$ cat config.mk
export PLATFORM = sky130hd
export DESIGN_NAME = energy_to_frequency_pulse_out
export DESIGN_NICKNAME = d
export VERILOG_FILES = /design/src/logic/e2f_pkg.sv /design/src/logic/energy_to_frequency_pulse_out.sv /design/src/logic/e2f_converter.sv
export SDC_FILE = /design/constraint.sdc
export NUM_CORES = 2
export LEC_CHECK = 0
export BUFFER_PORTS_ARGS = -buffer_cell sky130_fd_sc_hd__clkbuf_2
export CORE_ASPECT_RATIO = 1.1
export CORE_UTILIZATION = 25
export CTS_CLUSTER_SIZE = 30
export DETAILED_ROUTE_END_ITERATION = 10
export PLACE_DENSITY_LB_ADDON = 0.05
export SLEW_MARGIN = 40
export SYNTH_ARGS = -nofsm -noshare
export SYNTH_HDL_FRONTEND = slang
export SYNTH_HIERARCHICAL = 1
export SYNTH_SLANG_ARGS = --single-unit
$ cat constraint.sdc
create_clock -name ref_clk -period 10.83 [get_ports ref_clk]
set_input_delay 1.6245 -clock ref_clk [delete_from_list [all_inputs] [get_ports ref_clk]]
set_output_delay 1.6245 -clock ref_clk [all_outputs]
set_load 0.01 [all_outputs]
$ cat src/logic/e2f_pkg.sv
// package: constants and field layout of the energy-to-frequency block
package e2f_pkg;

  // ---------------------------------------------------------------
  // clocking and derived cycle counts
  // ---------------------------------------------------------------
  localparam int CLK_HZ         = 25000000;
  localparam int TICK_HZ        = 1000000;
  localparam int TICK_DIV       = CLK_HZ / TICK_HZ;
  localparam int LOW_HOLD_MS    = 80;
  localparam int PERIOD_LONG_MS = 160;
  // divide first so the product stays inside 32 bits
  localparam logic [22:0] LOW_HOLD_CYC    = 23'(CLK_HZ / 1000 * LOW_HOLD_MS);
  localparam logic [22:0] PERIOD_LONG_CYC =
    23'(CLK_HZ / 1000 * PERIOD_LONG_MS);
  localparam logic [22:0] CYC_SAT         = 23'h7fffff;
  localparam logic [4:0]  TICK_LAST       = 5'(TICK_DIV - 1);

  // ---------------------------------------------------------------
  // pulse_output_config layout and reset
  // ---------------------------------------------------------------
  localparam int SEL_LSB   = 0;   // 3 bits per converter
  localparam int SEL_W     = 3;
  localparam int DIS_LSB   = 9;   // one bit per converter
  localparam int LATCH_LSB = 12;  // one bit per converter
  localparam logic [15:0] CFG_RST = 16'h0e88;

  // interrupt mask / status field position
  localparam int IRQ_LSB = 14;

  // accumulation_mode layout
  localparam int ACT_MODE_LSB   = 0;
  localparam int REACT_MODE_LSB = 2;
  localparam logic [1:0] ACT_ABSOLUTE   = 2'h3;
  localparam logic [1:0] REACT_SIGN_ADJ = 2'h2;
  localparam logic [7:0] ACCM_RST       = 8'h00;

  // other reset values
  localparam logic [8:0]  INCL_RST = 9'h1ff;
  localparam logic [15:0] DEN_RST  = 16'h0000;
  localparam logic [7:0]  CYC_RST  = 8'h01;

  // power type selector codes
  localparam logic [2:0] SEL_TOT_ACT    = 3'h0;
  localparam logic [2:0] SEL_TOT_REACT  = 3'h1;
  localparam logic [2:0] SEL_APPARENT   = 3'h2;
  localparam logic [2:0] SEL_FUND_ACT   = 3'h3;
  localparam logic [2:0] SEL_FUND_REACT = 3'h4;
  localparam logic [2:0] SEL_LAST       = 3'h4;

  localparam int PWR_W = 24;  // one phase power sample
  localparam int SUM_W = 26;  // sum of three phases
  localparam int ACC_W = 48;  // first-stage accumulator

  // output phase of one converter
  typedef enum logic {PH_HIGH, PH_LOW} out_phase_t;

endpackage

$ cat src/logic/energy_to_frequency_pulse_out.sv
// top: three converters, config registers, pins, status and latch strobes
// Functional notes
// - selector fields 2:0, 5:3, 8:6 choose each converter's power type.
// - codes: total active, reactive, apparent, fund. active, fund. reactive.
// - reset: all phases included, selectors active, reactive, apparent.
// - phase powers from 8 kHz samples accumulate at a 1 MHz rate.
// - at threshold (register shifted seven bits) pulse and subtract it.
// - accumulator sign at each first-stage pulse is the sum's sign.
// - second stage divides first-stage pulses by 16-bit divider.
// - divider zero acts as one; divider one gives 1 us low.
// - period over 160 ms holds the output low for 80 ms.
// - shorter periods: 50% duty if even, (1+1/N)x50% if odd.
// - pulse pins are active low.
// - disable bits 11:9 default one and hold the pin high.
// - masked converter falls set status and drive interrupt line 0.
// - latch copies all three phase energies of selected type, then clears.
// - 8-bit cycle count sets falls between two latch events.
// - latch enable bits 14:12 default zero; work with pin disabled.
// - active mode field 1:0: 00 signed, 11 absolute, others signed.
// - absolute mode only affects pulse path, not hour registers.
// - reactive field 3:2: 10 negates when active power negative.
// - sign adjustment only affects pulse path, not hour registers.
// - phase-inclusion bits add phases A, B, C; none gives no pulses.
// - capture port enable suppresses pulse function on output 3.
// - writing one to a status bit clears it and its line.
`timescale 1ns/1ps
module energy_to_frequency_pulse_out #(
  parameter logic [22:0] LOW_HOLD_CYC    = e2f_pkg::LOW_HOLD_CYC,
  parameter logic [22:0] PERIOD_LONG_CYC = e2f_pkg::PERIOD_LONG_CYC
) (
  input  wire logic                  ref_clk,
  input  wire logic                  srst,
  // phase powers, [type][phase], held between sample strobes
  input  wire logic [4:0][2:0][23:0] power_sample,
  input  wire logic                  sample_valid,
  input  wire logic [23:0]           active_energy_threshold,
  input  wire logic [23:0]           reactive_energy_threshold,
  input  wire logic [23:0]           apparent_energy_threshold,
  input  wire logic                  capture_port_enable,
  // register writes
  input  wire logic                  cfg_we,
  input  wire logic [15:0]           cfg_wdata,
  input  wire logic                  incl_we,
  input  wire logic [8:0]            incl_wdata,
  input  wire logic [2:0]            den_we,
  input  wire logic [15:0]           den_wdata,
  input  wire logic                  cyc_we,
  input  wire logic [7:0]            cyc_wdata,
  input  wire logic                  accm_we,
  input  wire logic [7:0]            accm_wdata,
  input  wire logic                  mask_we,
  input  wire logic [31:0]           mask_wdata,
  input  wire logic                  status_we,
  input  wire logic [31:0]           status_wdata,
  // outputs
  output logic                       pulse_out_1_n,
  output logic                       pulse_out_2_n,
  output logic                       pulse_out_3_n,
  output logic                       interrupt_line_0_n,
  output logic [2:0]                 interrupt_status_0,
  output logic [15:0]                pulse_output_config,
  output logic [2:0]                 sum_sign_neg,
  output logic [2:0]                 energy_latch_strobe,
  output logic [8:0]                 energy_latch_type
);

  // ---------------------------------------------------------------
  // state
  // ---------------------------------------------------------------
  typedef struct packed {
    logic [15:0]                         cfg;
    logic [8:0]                          incl;
    logic [2:0][15:0]                    den;
    logic [7:0]                          cyc;
    logic [7:0]                          accm;
    logic [2:0]                          mask;
    logic [2:0]                          status;
    logic                                irq_n;
    logic [2:0]                          pin_n;
    logic [2:0][e2f_pkg::SUM_W-1:0]      sum;
    logic [2:0]                          sign_neg;
    logic [2:0]                          latch_stb;
    logic [2:0][2:0]                     latch_type;
    logic [2:0][7:0]                     lcnt;
    logic [4:0]                          tick_cnt;
    logic                                tick;
  } top_state_t;

  top_state_t q;
  top_state_t d;

  logic [2:0]       conv_low;
  logic [2:0]       conv_fall;
  logic [2:0]       conv_sign;

  // ---------------------------------------------------------------
  // converters
  // ---------------------------------------------------------------
  for (genvar i = 0; i < 3; i++) begin : g_conv
    logic [23:0] conv_thr;  // one per converter, one driver each
    // threshold follows the selected power family
    always_comb begin
      unique case (q.cfg[e2f_pkg::SEL_LSB + e2f_pkg::SEL_W*i +: 3])
        e2f_pkg::SEL_TOT_REACT,
        e2f_pkg::SEL_FUND_REACT: conv_thr = reactive_energy_threshold;
        e2f_pkg::SEL_APPARENT:   conv_thr = apparent_energy_threshold;
        default:                 conv_thr = active_energy_threshold;
      endcase
    end

    e2f_converter #(
      .LOW_HOLD_CYC    (LOW_HOLD_CYC),
      .PERIOD_LONG_CYC (PERIOD_LONG_CYC)
    ) u_conv (
      .ref_clk   (ref_clk),
      .srst      (srst),
      .tick      (q.tick),
      .power     (q.sum[i]),
      .threshold (conv_thr),
      .divider   (q.den[i]),
      .conv_low  (conv_low[i]),
      .fall      (conv_fall[i]),
      .sign_neg  (conv_sign[i])
    );
  end

  // ---------------------------------------------------------------
  // next state
  // ---------------------------------------------------------------
  always_comb begin
    logic [2:0]                 sel;
    logic [2:0]                 ref_type;
    logic [e2f_pkg::PWR_W-1:0]  val;
    logic [e2f_pkg::PWR_W-1:0]  ref_pwr;
    logic [e2f_pkg::SUM_W-1:0]  acc;
    logic [1:0]                 act_mode;
    logic [1:0]                 react_mode;
    sel        = 3'h0;
    ref_type   = 3'h0;
    val        = '0;
    ref_pwr    = '0;
    acc        = '0;
    act_mode   = q.accm[e2f_pkg::ACT_MODE_LSB +: 2];
    react_mode = q.accm[e2f_pkg::REACT_MODE_LSB +: 2];
    d          = q;
    d.latch_stb = 3'h0;

    // 1 MHz tick from the 25 MHz clock
    d.tick = (q.tick_cnt == e2f_pkg::TICK_LAST);
    d.tick_cnt = d.tick ? 5'h00 : q.tick_cnt + 5'h01;

    // register writes
    if (cfg_we) begin
      d.cfg = cfg_wdata;
    end
    if (incl_we) begin
      d.incl = incl_wdata;
    end
    for (int i = 0; i < 3; i++) begin
      if (den_we[i]) begin
        d.den[i] = den_wdata;
      end
    end
    if (cyc_we) begin
      d.cyc = cyc_wdata;
    end
    if (accm_we) begin
      d.accm = accm_wdata;
    end
    if (mask_we) begin
      d.mask = mask_wdata[e2f_pkg::IRQ_LSB +: 3];
    end

    // per-converter phase sum, refreshed at each 8 kHz sample
    for (int i = 0; i < 3; i++) begin
      sel = q.cfg[e2f_pkg::SEL_LSB + e2f_pkg::SEL_W*i +: 3];
      ref_type = (sel == e2f_pkg::SEL_FUND_REACT) ?
                 e2f_pkg::SEL_FUND_ACT : e2f_pkg::SEL_TOT_ACT;
      acc = '0;
      for (int p = 0; p < 3; p++) begin
        // reserved selector codes contribute nothing
        val = (sel <= e2f_pkg::SEL_LAST) ? power_sample[sel][p] : '0;
        ref_pwr = power_sample[ref_type][p];
        // only the pulse path is altered; hour registers see raw power
        if ((sel == e2f_pkg::SEL_TOT_ACT || sel == e2f_pkg::SEL_FUND_ACT)
            && act_mode == e2f_pkg::ACT_ABSOLUTE && val[23]) begin
          val = -val;
        end
        if ((sel == e2f_pkg::SEL_TOT_REACT ||
             sel == e2f_pkg::SEL_FUND_REACT)
            && react_mode == e2f_pkg::REACT_SIGN_ADJ && ref_pwr[23]) begin
          val = -val;
        end
        if (q.incl[3*i + p]) begin
          acc = acc + {{2{val[23]}}, val};
        end
      end
      if (sample_valid) begin
        d.sum[i] = acc;
      end
    end

    // status and latch bookkeeping on each converter fall; sign and pin every cycle
    for (int i = 0; i < 3; i++) begin
      d.sign_neg[i] = conv_sign[i];
      // set wins over a clear in the same cycle
      if (status_we && status_wdata[e2f_pkg::IRQ_LSB + i]) begin
        d.status[i] = 1'b0;
      end
      if (conv_fall[i] && q.mask[i]) begin
        d.status[i] = 1'b1;
      end
      // pin: high when disabled or lent to the capture port
      if (q.cfg[e2f_pkg::DIS_LSB + i] ||
          (i == 2 && capture_port_enable)) begin
        d.pin_n[i] = 1'b1;
      end else begin
        d.pin_n[i] = ~conv_low[i];
      end
      if (!q.cfg[e2f_pkg::LATCH_LSB + i]) begin
        d.lcnt[i] = 8'h00;
      end else if (conv_fall[i]) begin
        // a zero count is taken as one fall per latch
        if (q.lcnt[i] + 8'h01 >= q.cyc || q.cyc == 8'h00) begin
          d.lcnt[i]       = 8'h00;
          d.latch_stb[i]  = 1'b1;
          d.latch_type[i] = q.cfg[e2f_pkg::SEL_LSB + e2f_pkg::SEL_W*i +: 3];
        end else begin
          d.lcnt[i] = q.lcnt[i] + 8'h01;
        end
      end
    end
    d.irq_n = ~(|d.status);
  end

  // ---------------------------------------------------------------
  // state register
  // ---------------------------------------------------------------
  always_ff @(posedge ref_clk) begin
    if (srst) begin
      q <= '{cfg: e2f_pkg::CFG_RST, incl: e2f_pkg::INCL_RST,
             den: {3{e2f_pkg::DEN_RST}}, cyc: e2f_pkg::CYC_RST,
             accm: e2f_pkg::ACCM_RST, mask: 3'h0, status: 3'h0,
             irq_n: 1'b1, pin_n: 3'h7, sum: '0, sign_neg: 3'h0,
             latch_stb: 3'h0, latch_type: '0, lcnt: '0,
             tick_cnt: 5'h00, tick: 1'b0};
    end else begin
      q <= d;
    end
  end

  // outputs straight from the state register
  assign pulse_out_1_n       = q.pin_n[0];
  assign pulse_out_2_n       = q.pin_n[1];
  assign pulse_out_3_n       = q.pin_n[2];
  assign interrupt_line_0_n  = q.irq_n;
  assign interrupt_status_0  = q.status;
  assign pulse_output_config = q.cfg;
  assign sum_sign_neg        = q.sign_neg;
  assign energy_latch_strobe = q.latch_stb;
  assign energy_latch_type   = q.latch_type;

endmodule

$ cat src/logic/e2f_converter.sv
// one energy-to-frequency converter: accumulator, divider and duty shaping
`timescale 1ns/1ps
module e2f_converter #(
  parameter logic [22:0] LOW_HOLD_CYC    = e2f_pkg::LOW_HOLD_CYC,
  parameter logic [22:0] PERIOD_LONG_CYC = e2f_pkg::PERIOD_LONG_CYC
) (
  input  wire logic                      ref_clk,
  input  wire logic                      srst,
  input  wire logic                      tick,
  input  wire logic [e2f_pkg::SUM_W-1:0] power,
  input  wire logic [23:0]               threshold,
  input  wire logic [15:0]               divider,
  output logic                           conv_low,
  output logic                           fall,
  output logic                           sign_neg
);

  // ---------------------------------------------------------------
  // state
  // ---------------------------------------------------------------
  typedef struct packed {
    logic [e2f_pkg::ACC_W-1:0] acc;
    logic                      sign_neg;
    logic [15:0]               pcnt;
    e2f_pkg::out_phase_t       ph;
    logic                      fall;
    logic                      long_per;
    logic [22:0]               per_cyc;
    logic [22:0]               low_cyc;
  } conv_state_t;

  conv_state_t q;
  conv_state_t d;
  logic signed [e2f_pkg::ACC_W-1:0] sum;
  logic signed [e2f_pkg::ACC_W-1:0] thr_s;
  logic                             first;
  logic                             start;
  logic [15:0]                      den_eff;
  logic [15:0]                      half;

  // ---------------------------------------------------------------
  // next state
  // ---------------------------------------------------------------
  always_comb begin
    d       = q;
    d.fall  = 1'b0;
    first   = 1'b0;
    start   = 1'b0;
    // zero divider counts as one
    den_eff = (divider == 16'h0000) ? 16'h0001 : divider;
    // odd divider keeps the low phase one pulse longer
    half    = 16'((17'(den_eff) + 17'h00001) >> 1);
    thr_s   = {17'h00000, threshold, 7'h00};
    sum     = q.acc + {{(e2f_pkg::ACC_W - e2f_pkg::SUM_W){power[
                e2f_pkg::SUM_W-1]}}, power};
    if (q.per_cyc != e2f_pkg::CYC_SAT) begin
      d.per_cyc = q.per_cyc + 23'h000001;
    end
    if (q.ph == e2f_pkg::PH_LOW && q.low_cyc != e2f_pkg::CYC_SAT) begin
      d.low_cyc = q.low_cyc + 23'h000001;
    end
    // the held 8 kHz sum is added on every 1 us tick; about 125
    // ticks per sample stand in for the seven-bit left shift
    if (tick) begin
      d.acc = sum;
      // zero threshold would pulse every tick, so it is ignored
      if (threshold != 24'h000000 && sum >= thr_s) begin
        d.acc      = sum - thr_s;
        first      = 1'b1;
        d.sign_neg = 1'b0;
      end else if (threshold != 24'h000000 && sum <= -thr_s) begin
        d.acc      = sum + thr_s;
        first      = 1'b1;
        d.sign_neg = 1'b1;
      end
    end
    // second stage: one output period per divider count
    if (first) begin
      if (q.pcnt + 16'h0001 >= den_eff) begin
        start      = 1'b1;
        d.pcnt     = 16'h0000;
        d.fall     = 1'b1;
        d.ph       = e2f_pkg::PH_LOW;
        d.low_cyc  = 23'h000000;
        d.per_cyc  = 23'h000000;
        d.long_per = (q.per_cyc > PERIOD_LONG_CYC);
      end else begin
        d.pcnt = q.pcnt + 16'h0001;
      end
    end
    // end of the low phase
    if (q.ph == e2f_pkg::PH_LOW && !start) begin
      if (q.long_per) begin
        if (q.low_cyc >= LOW_HOLD_CYC - 23'h000001) begin
          d.ph = e2f_pkg::PH_HIGH;
        end
      end else if (den_eff == 16'h0001) begin
        if (tick) begin
          d.ph = e2f_pkg::PH_HIGH;
        end
      end else if (first && d.pcnt >= half) begin
        d.ph = e2f_pkg::PH_HIGH;
      end
    end
  end

  // state register
  always_ff @(posedge ref_clk) begin
    if (srst) begin
      q <= '{acc: '0, sign_neg: 1'b0, pcnt: 16'h0000,
             ph: e2f_pkg::PH_HIGH, fall: 1'b0, long_per: 1'b0,
             per_cyc: 23'h000000, low_cyc: 23'h000000};
    end else begin
      q <= d;
    end
  end

  assign conv_low = (q.ph == e2f_pkg::PH_LOW);
  assign fall     = q.fall;
  assign sign_neg = q.sign_neg;

endmodule

==> impl_metrics.json <==
{
  "status": "completed",
  "grt_usage_pct": 24.7,
  "synth-main-ff-cell": "dfxtp_1",
  "regToRegSetupSlack_ps": 850,
  "synth.distinct_cells": 124,
  "rsz0062_at_grt": "false",
  "r2r-start": "pulse_output_config[3]",
  "routedWlPerCell_um": 26.8,
  "cpPeakStageDelay_ps": 750,
  "antenna_left": 0,
  "min_from": "g_conv[1].u_conv/q[107]",
  "cts_sinks": 560,
  "worstPathRequired_ps": 11450,
  "max-vdd-ir-drop_uv": 138,
  "setup-violations-final": 0,
  "yosysSeqAreaShare_pct": 14.0,
  "die_y_um": 596,
  "hold_class": "register to register",
  "maxCapViolCount": 0,
  "path_clk_slew_ps": 60,
  "drc": 0,
  "r2r-end": "g_conv[1].u_conv/conv_low",
  "hold_depth": 2,
  "start_kind": "register",
  "htree_levels": 3,
  "slew_viol_final": 0,
  "antenna_found_initial": 43,
  "ctsRootBufferMaster": "clkbuf_16",
  "cts_resized": 0,
  "detail_route.wirelength_um": 413000,
  "start_util_pct": 25.2,
  "path_max_fanout": 19,
  "firstDrtPassIters": 6,
  "cpMaxStageDelayCell": "nor3_2",
  "cts_tree": "yes",
  "mostFrequentLayoutCells": "1139 x nor2_1, 989 x nand2_1, 713 x ha_1",
  "r2r_cells": 35,
  "dp_hpwl_um": 344000,
  "cts_setup_buffers": 0,
  "die_w_um": 542,
  "pre_cts_ws_ps": 597,
  "overflow": 0,
  "synth-edff-count": 0,
  "cts-buffers-inserted": 78,
  "hold_slack_ps": 460,
  "p_per_area_nw_per_um2": 145,
  "setup_slack_ps": 850,
  "syn_avg_cell_area_um2": 7.43,
  "io_pins": 604,
  "finalCritPeriodShare_pct": 92.1,
  "clock.fmax_mhz": 100,
  "vias": 83900,
  "synthArstFlopShare_pct": 0,
  "rows": 217,
  "synth_nets": 12100,
  "io_buffers": 541,
  "clockBufferDepth": 3,
  "fin_crit_ps": 9980,
  "areaGrowthSynthToFinish_pct": 13.5,
  "cp-end-kind": "register",
  "drt_iter0_drc": 6050,
  "ctsHoldBuffers": 0,
  "layout_commonest_cell": "nor2_1",
  "fin_tns_setup_ps": 0,
  "whs_endpoint": "g_conv[1].u_conv/q[107]",
  "dieArea_um2": 323000,
  "clock_latency_ps": 730,
  "path_class": "register to register",
  "grt_max_degree": 112,
  "netlist_instances": 10800,
  "viasPerCell": 5.44,
  "finalClockSkew_ps": 68.4,
  "power.leakage_uw": 0.0371,
  "nets": 12400,
  "core_um2": 318000,
  "globalplace.congestion": 0.971,
  "yosys_warnings": 6,
  "arrival_ps": 10600,
  "synth_seq_cells": 560,
  "drive_above_1_share_pct": 13.0,
  "cpMostUsedCell": "buf_4",
  "grt_pass1_wl_um": 589000,
  "synth_area_um2": 80100,
  "slew_headroom_pct": 33.1,
  "final_hold_viol_count": 0,
  "worst_slew_pin_slew_ps": 1000,
  "grt_pass1_vias": 81400,
  "fill_cells": 34900
}
-- layer usage --
metal,vias up,track usage [%],routed length [um]
met5,-,0,57
met4,8,12.8,23900
met3,535,3.04,18600
met2,2457,41.1,190000
met1,40700,31.1,180000
li1,40300,-,-
-- cell usage after synthesis, drive strengths merged (32+ instances only) --
| cell type | number | share of area, % |
|---|---|---|
| o311ai | 32 | 0.35 |
| nand2 | 991 | 4.6 |
| mux2i | 324 | 4.0 |
| mux2 | 90 | 1.3 |
| or4 | 38 | 0.37 |
| o41ai | 36 | 0.41 |
| ha | 713 | 11 |
| o211ai | 98 | 0.92 |
| xor2 | 388 | 4.3 |
| o31ai | 108 | 1.1 |
| nor3 | 268 | 1.7 |
| xnor2 | 636 | 7.0 |
| nor4 | 136 | 1.1 |
| or2 | 45 | 0.35 |
| a22oi | 225 | 2.1 |
| a21o | 167 | 1.6 |
| nand2b | 124 | 0.97 |
| nor3b | 33 | 0.33 |
| a211oi | 165 | 1.6 |
| a311oi | 38 | 0.45 |
| or3 | 107 | 0.85 |
| inv | 441 | 2.1 |
| a21oi | 725 | 4.6 |
| nand4 | 189 | 1.5 |
| buf | 214 | 1.5 |
| o21bai | 76 | 0.71 |
| clkbuf | 406 | 1.9 |
| and3 | 128 | 1.0 |
| dfxtp | 560 | 14 |
| nor2b | 81 | 0.63 |
| nor2 | 1149 | 5.4 |
| o22ai | 63 | 0.49 |
| and4 | 34 | 0.37 |
| o21a | 97 | 0.91 |
| o21ai | 586 | 3.7 |
| mux4 | 144 | 4.1 |
| a22o | 32 | 0.35 |
| nand3 | 330 | 2.1 |
| and2 | 120 | 0.94 |
| a31oi | 109 | 0.85 |
-- flip-flops by register name, indices dropped and copies added (netlist names) --
register	cells
energy_latch_strobe	3
energy_latch_type	9
g_conv.u_conv/conv_low	3
g_conv.u_conv/fall	3
g_conv.u_conv/q	333
g_conv.u_conv/sign_neg	3
interrupt_line_0_n	1
interrupt_status_0	3
pulse_out_1_n	1
pulse_out_2_n	1
pulse_out_3_n	1
pulse_output_config	16
q	180
sum_sign_neg	3
-- critical path, delay by kind of cell (launching register included) --
| family | cells | cell delay (ps) |
|---|---|---|
| xor gates and xnor gates | 1 | 70 |
| adders and majority gates | 2 | 620 |
| muxes | 1 | 200 |
| DFF | 1 | 450 |
| AOI/OAI and AO/OA | 12 | 2430 |
| and+or+nand+nor | 15 | 5070 |
| buffers and inverters | 4 | 980 |
-- through the flow --
step / util [%] / instances / power, uW / area (um^2)
after floorplan: - / 10800 / 7750 / 80100
after global placement: 27.5 / 15200 / 10400 / 87600
after detailed placement: 27.7 / 15300 / 10500 / 88100
after CTS: 28.5 / 15400 / 13300 / 90700
after global routing: 28.6 / 15400 / 14200 / 90900
final: 28.6 / 15400 / 13200 / 90900
-- area by class of cell --
| cell class | instances | area [um^2] | area share [%] |
|---|---|---|---|
| Tap cell | 4270 | 5340 | 5.88 |
| Multi-Input combinational cell | 9148 | 64900 | 71.4 |
| Sequential cell | 560 | 11200 | 12.4 |
| Antenna cell | 35 | 87.6 | 0.0963 |
| Clock inverter | 30 | 385 | 0.424 |
| Timing Repair Buffer | 835 | 5020 | 5.52 |
| Clock buffer | 109 | 2230 | 2.45 |
| Inverter | 449 | 1690 | 1.85 |
-- cell families after synthesis --
family	Yosys count	share of synthesized area [%]
AOI/OAI and AO/OA	2953	24.8
and+or+nand+nor	3884	23.5
xor gates and xnor gates	1024	11.2
muxes	558	9.41
buffers and inverters	1069	5.55
adders and majority gates	729	11.5
DFF	560	14.0
-- where the power goes --
group          internal (uW)  switching [uW]  leakage (uW)
clock                   1550            1180       0.00128
sequential              2170             168       0.00455
combinational           2950            5180        0.0312
-- worst max path at each step --
stage	from	end	slack (ps)
2_1_floorplan	pulse_output_config[1]	g_conv[0].u_conv/conv_low	720
3_3_place_gp	power_sample[3]	q[96]	580
3_5_place_dp	power_sample[1]	q[96]	600
4_1_cts	pulse_output_config[3]	g_conv[1].u_conv/conv_low	750
5_1_grt	pulse_output_config[3]	g_conv[1].u_conv/conv_low	370
6_report	pulse_output_config[3]	g_conv[1].u_conv/conv_low	850
Power figures use the tool's default switching activity.
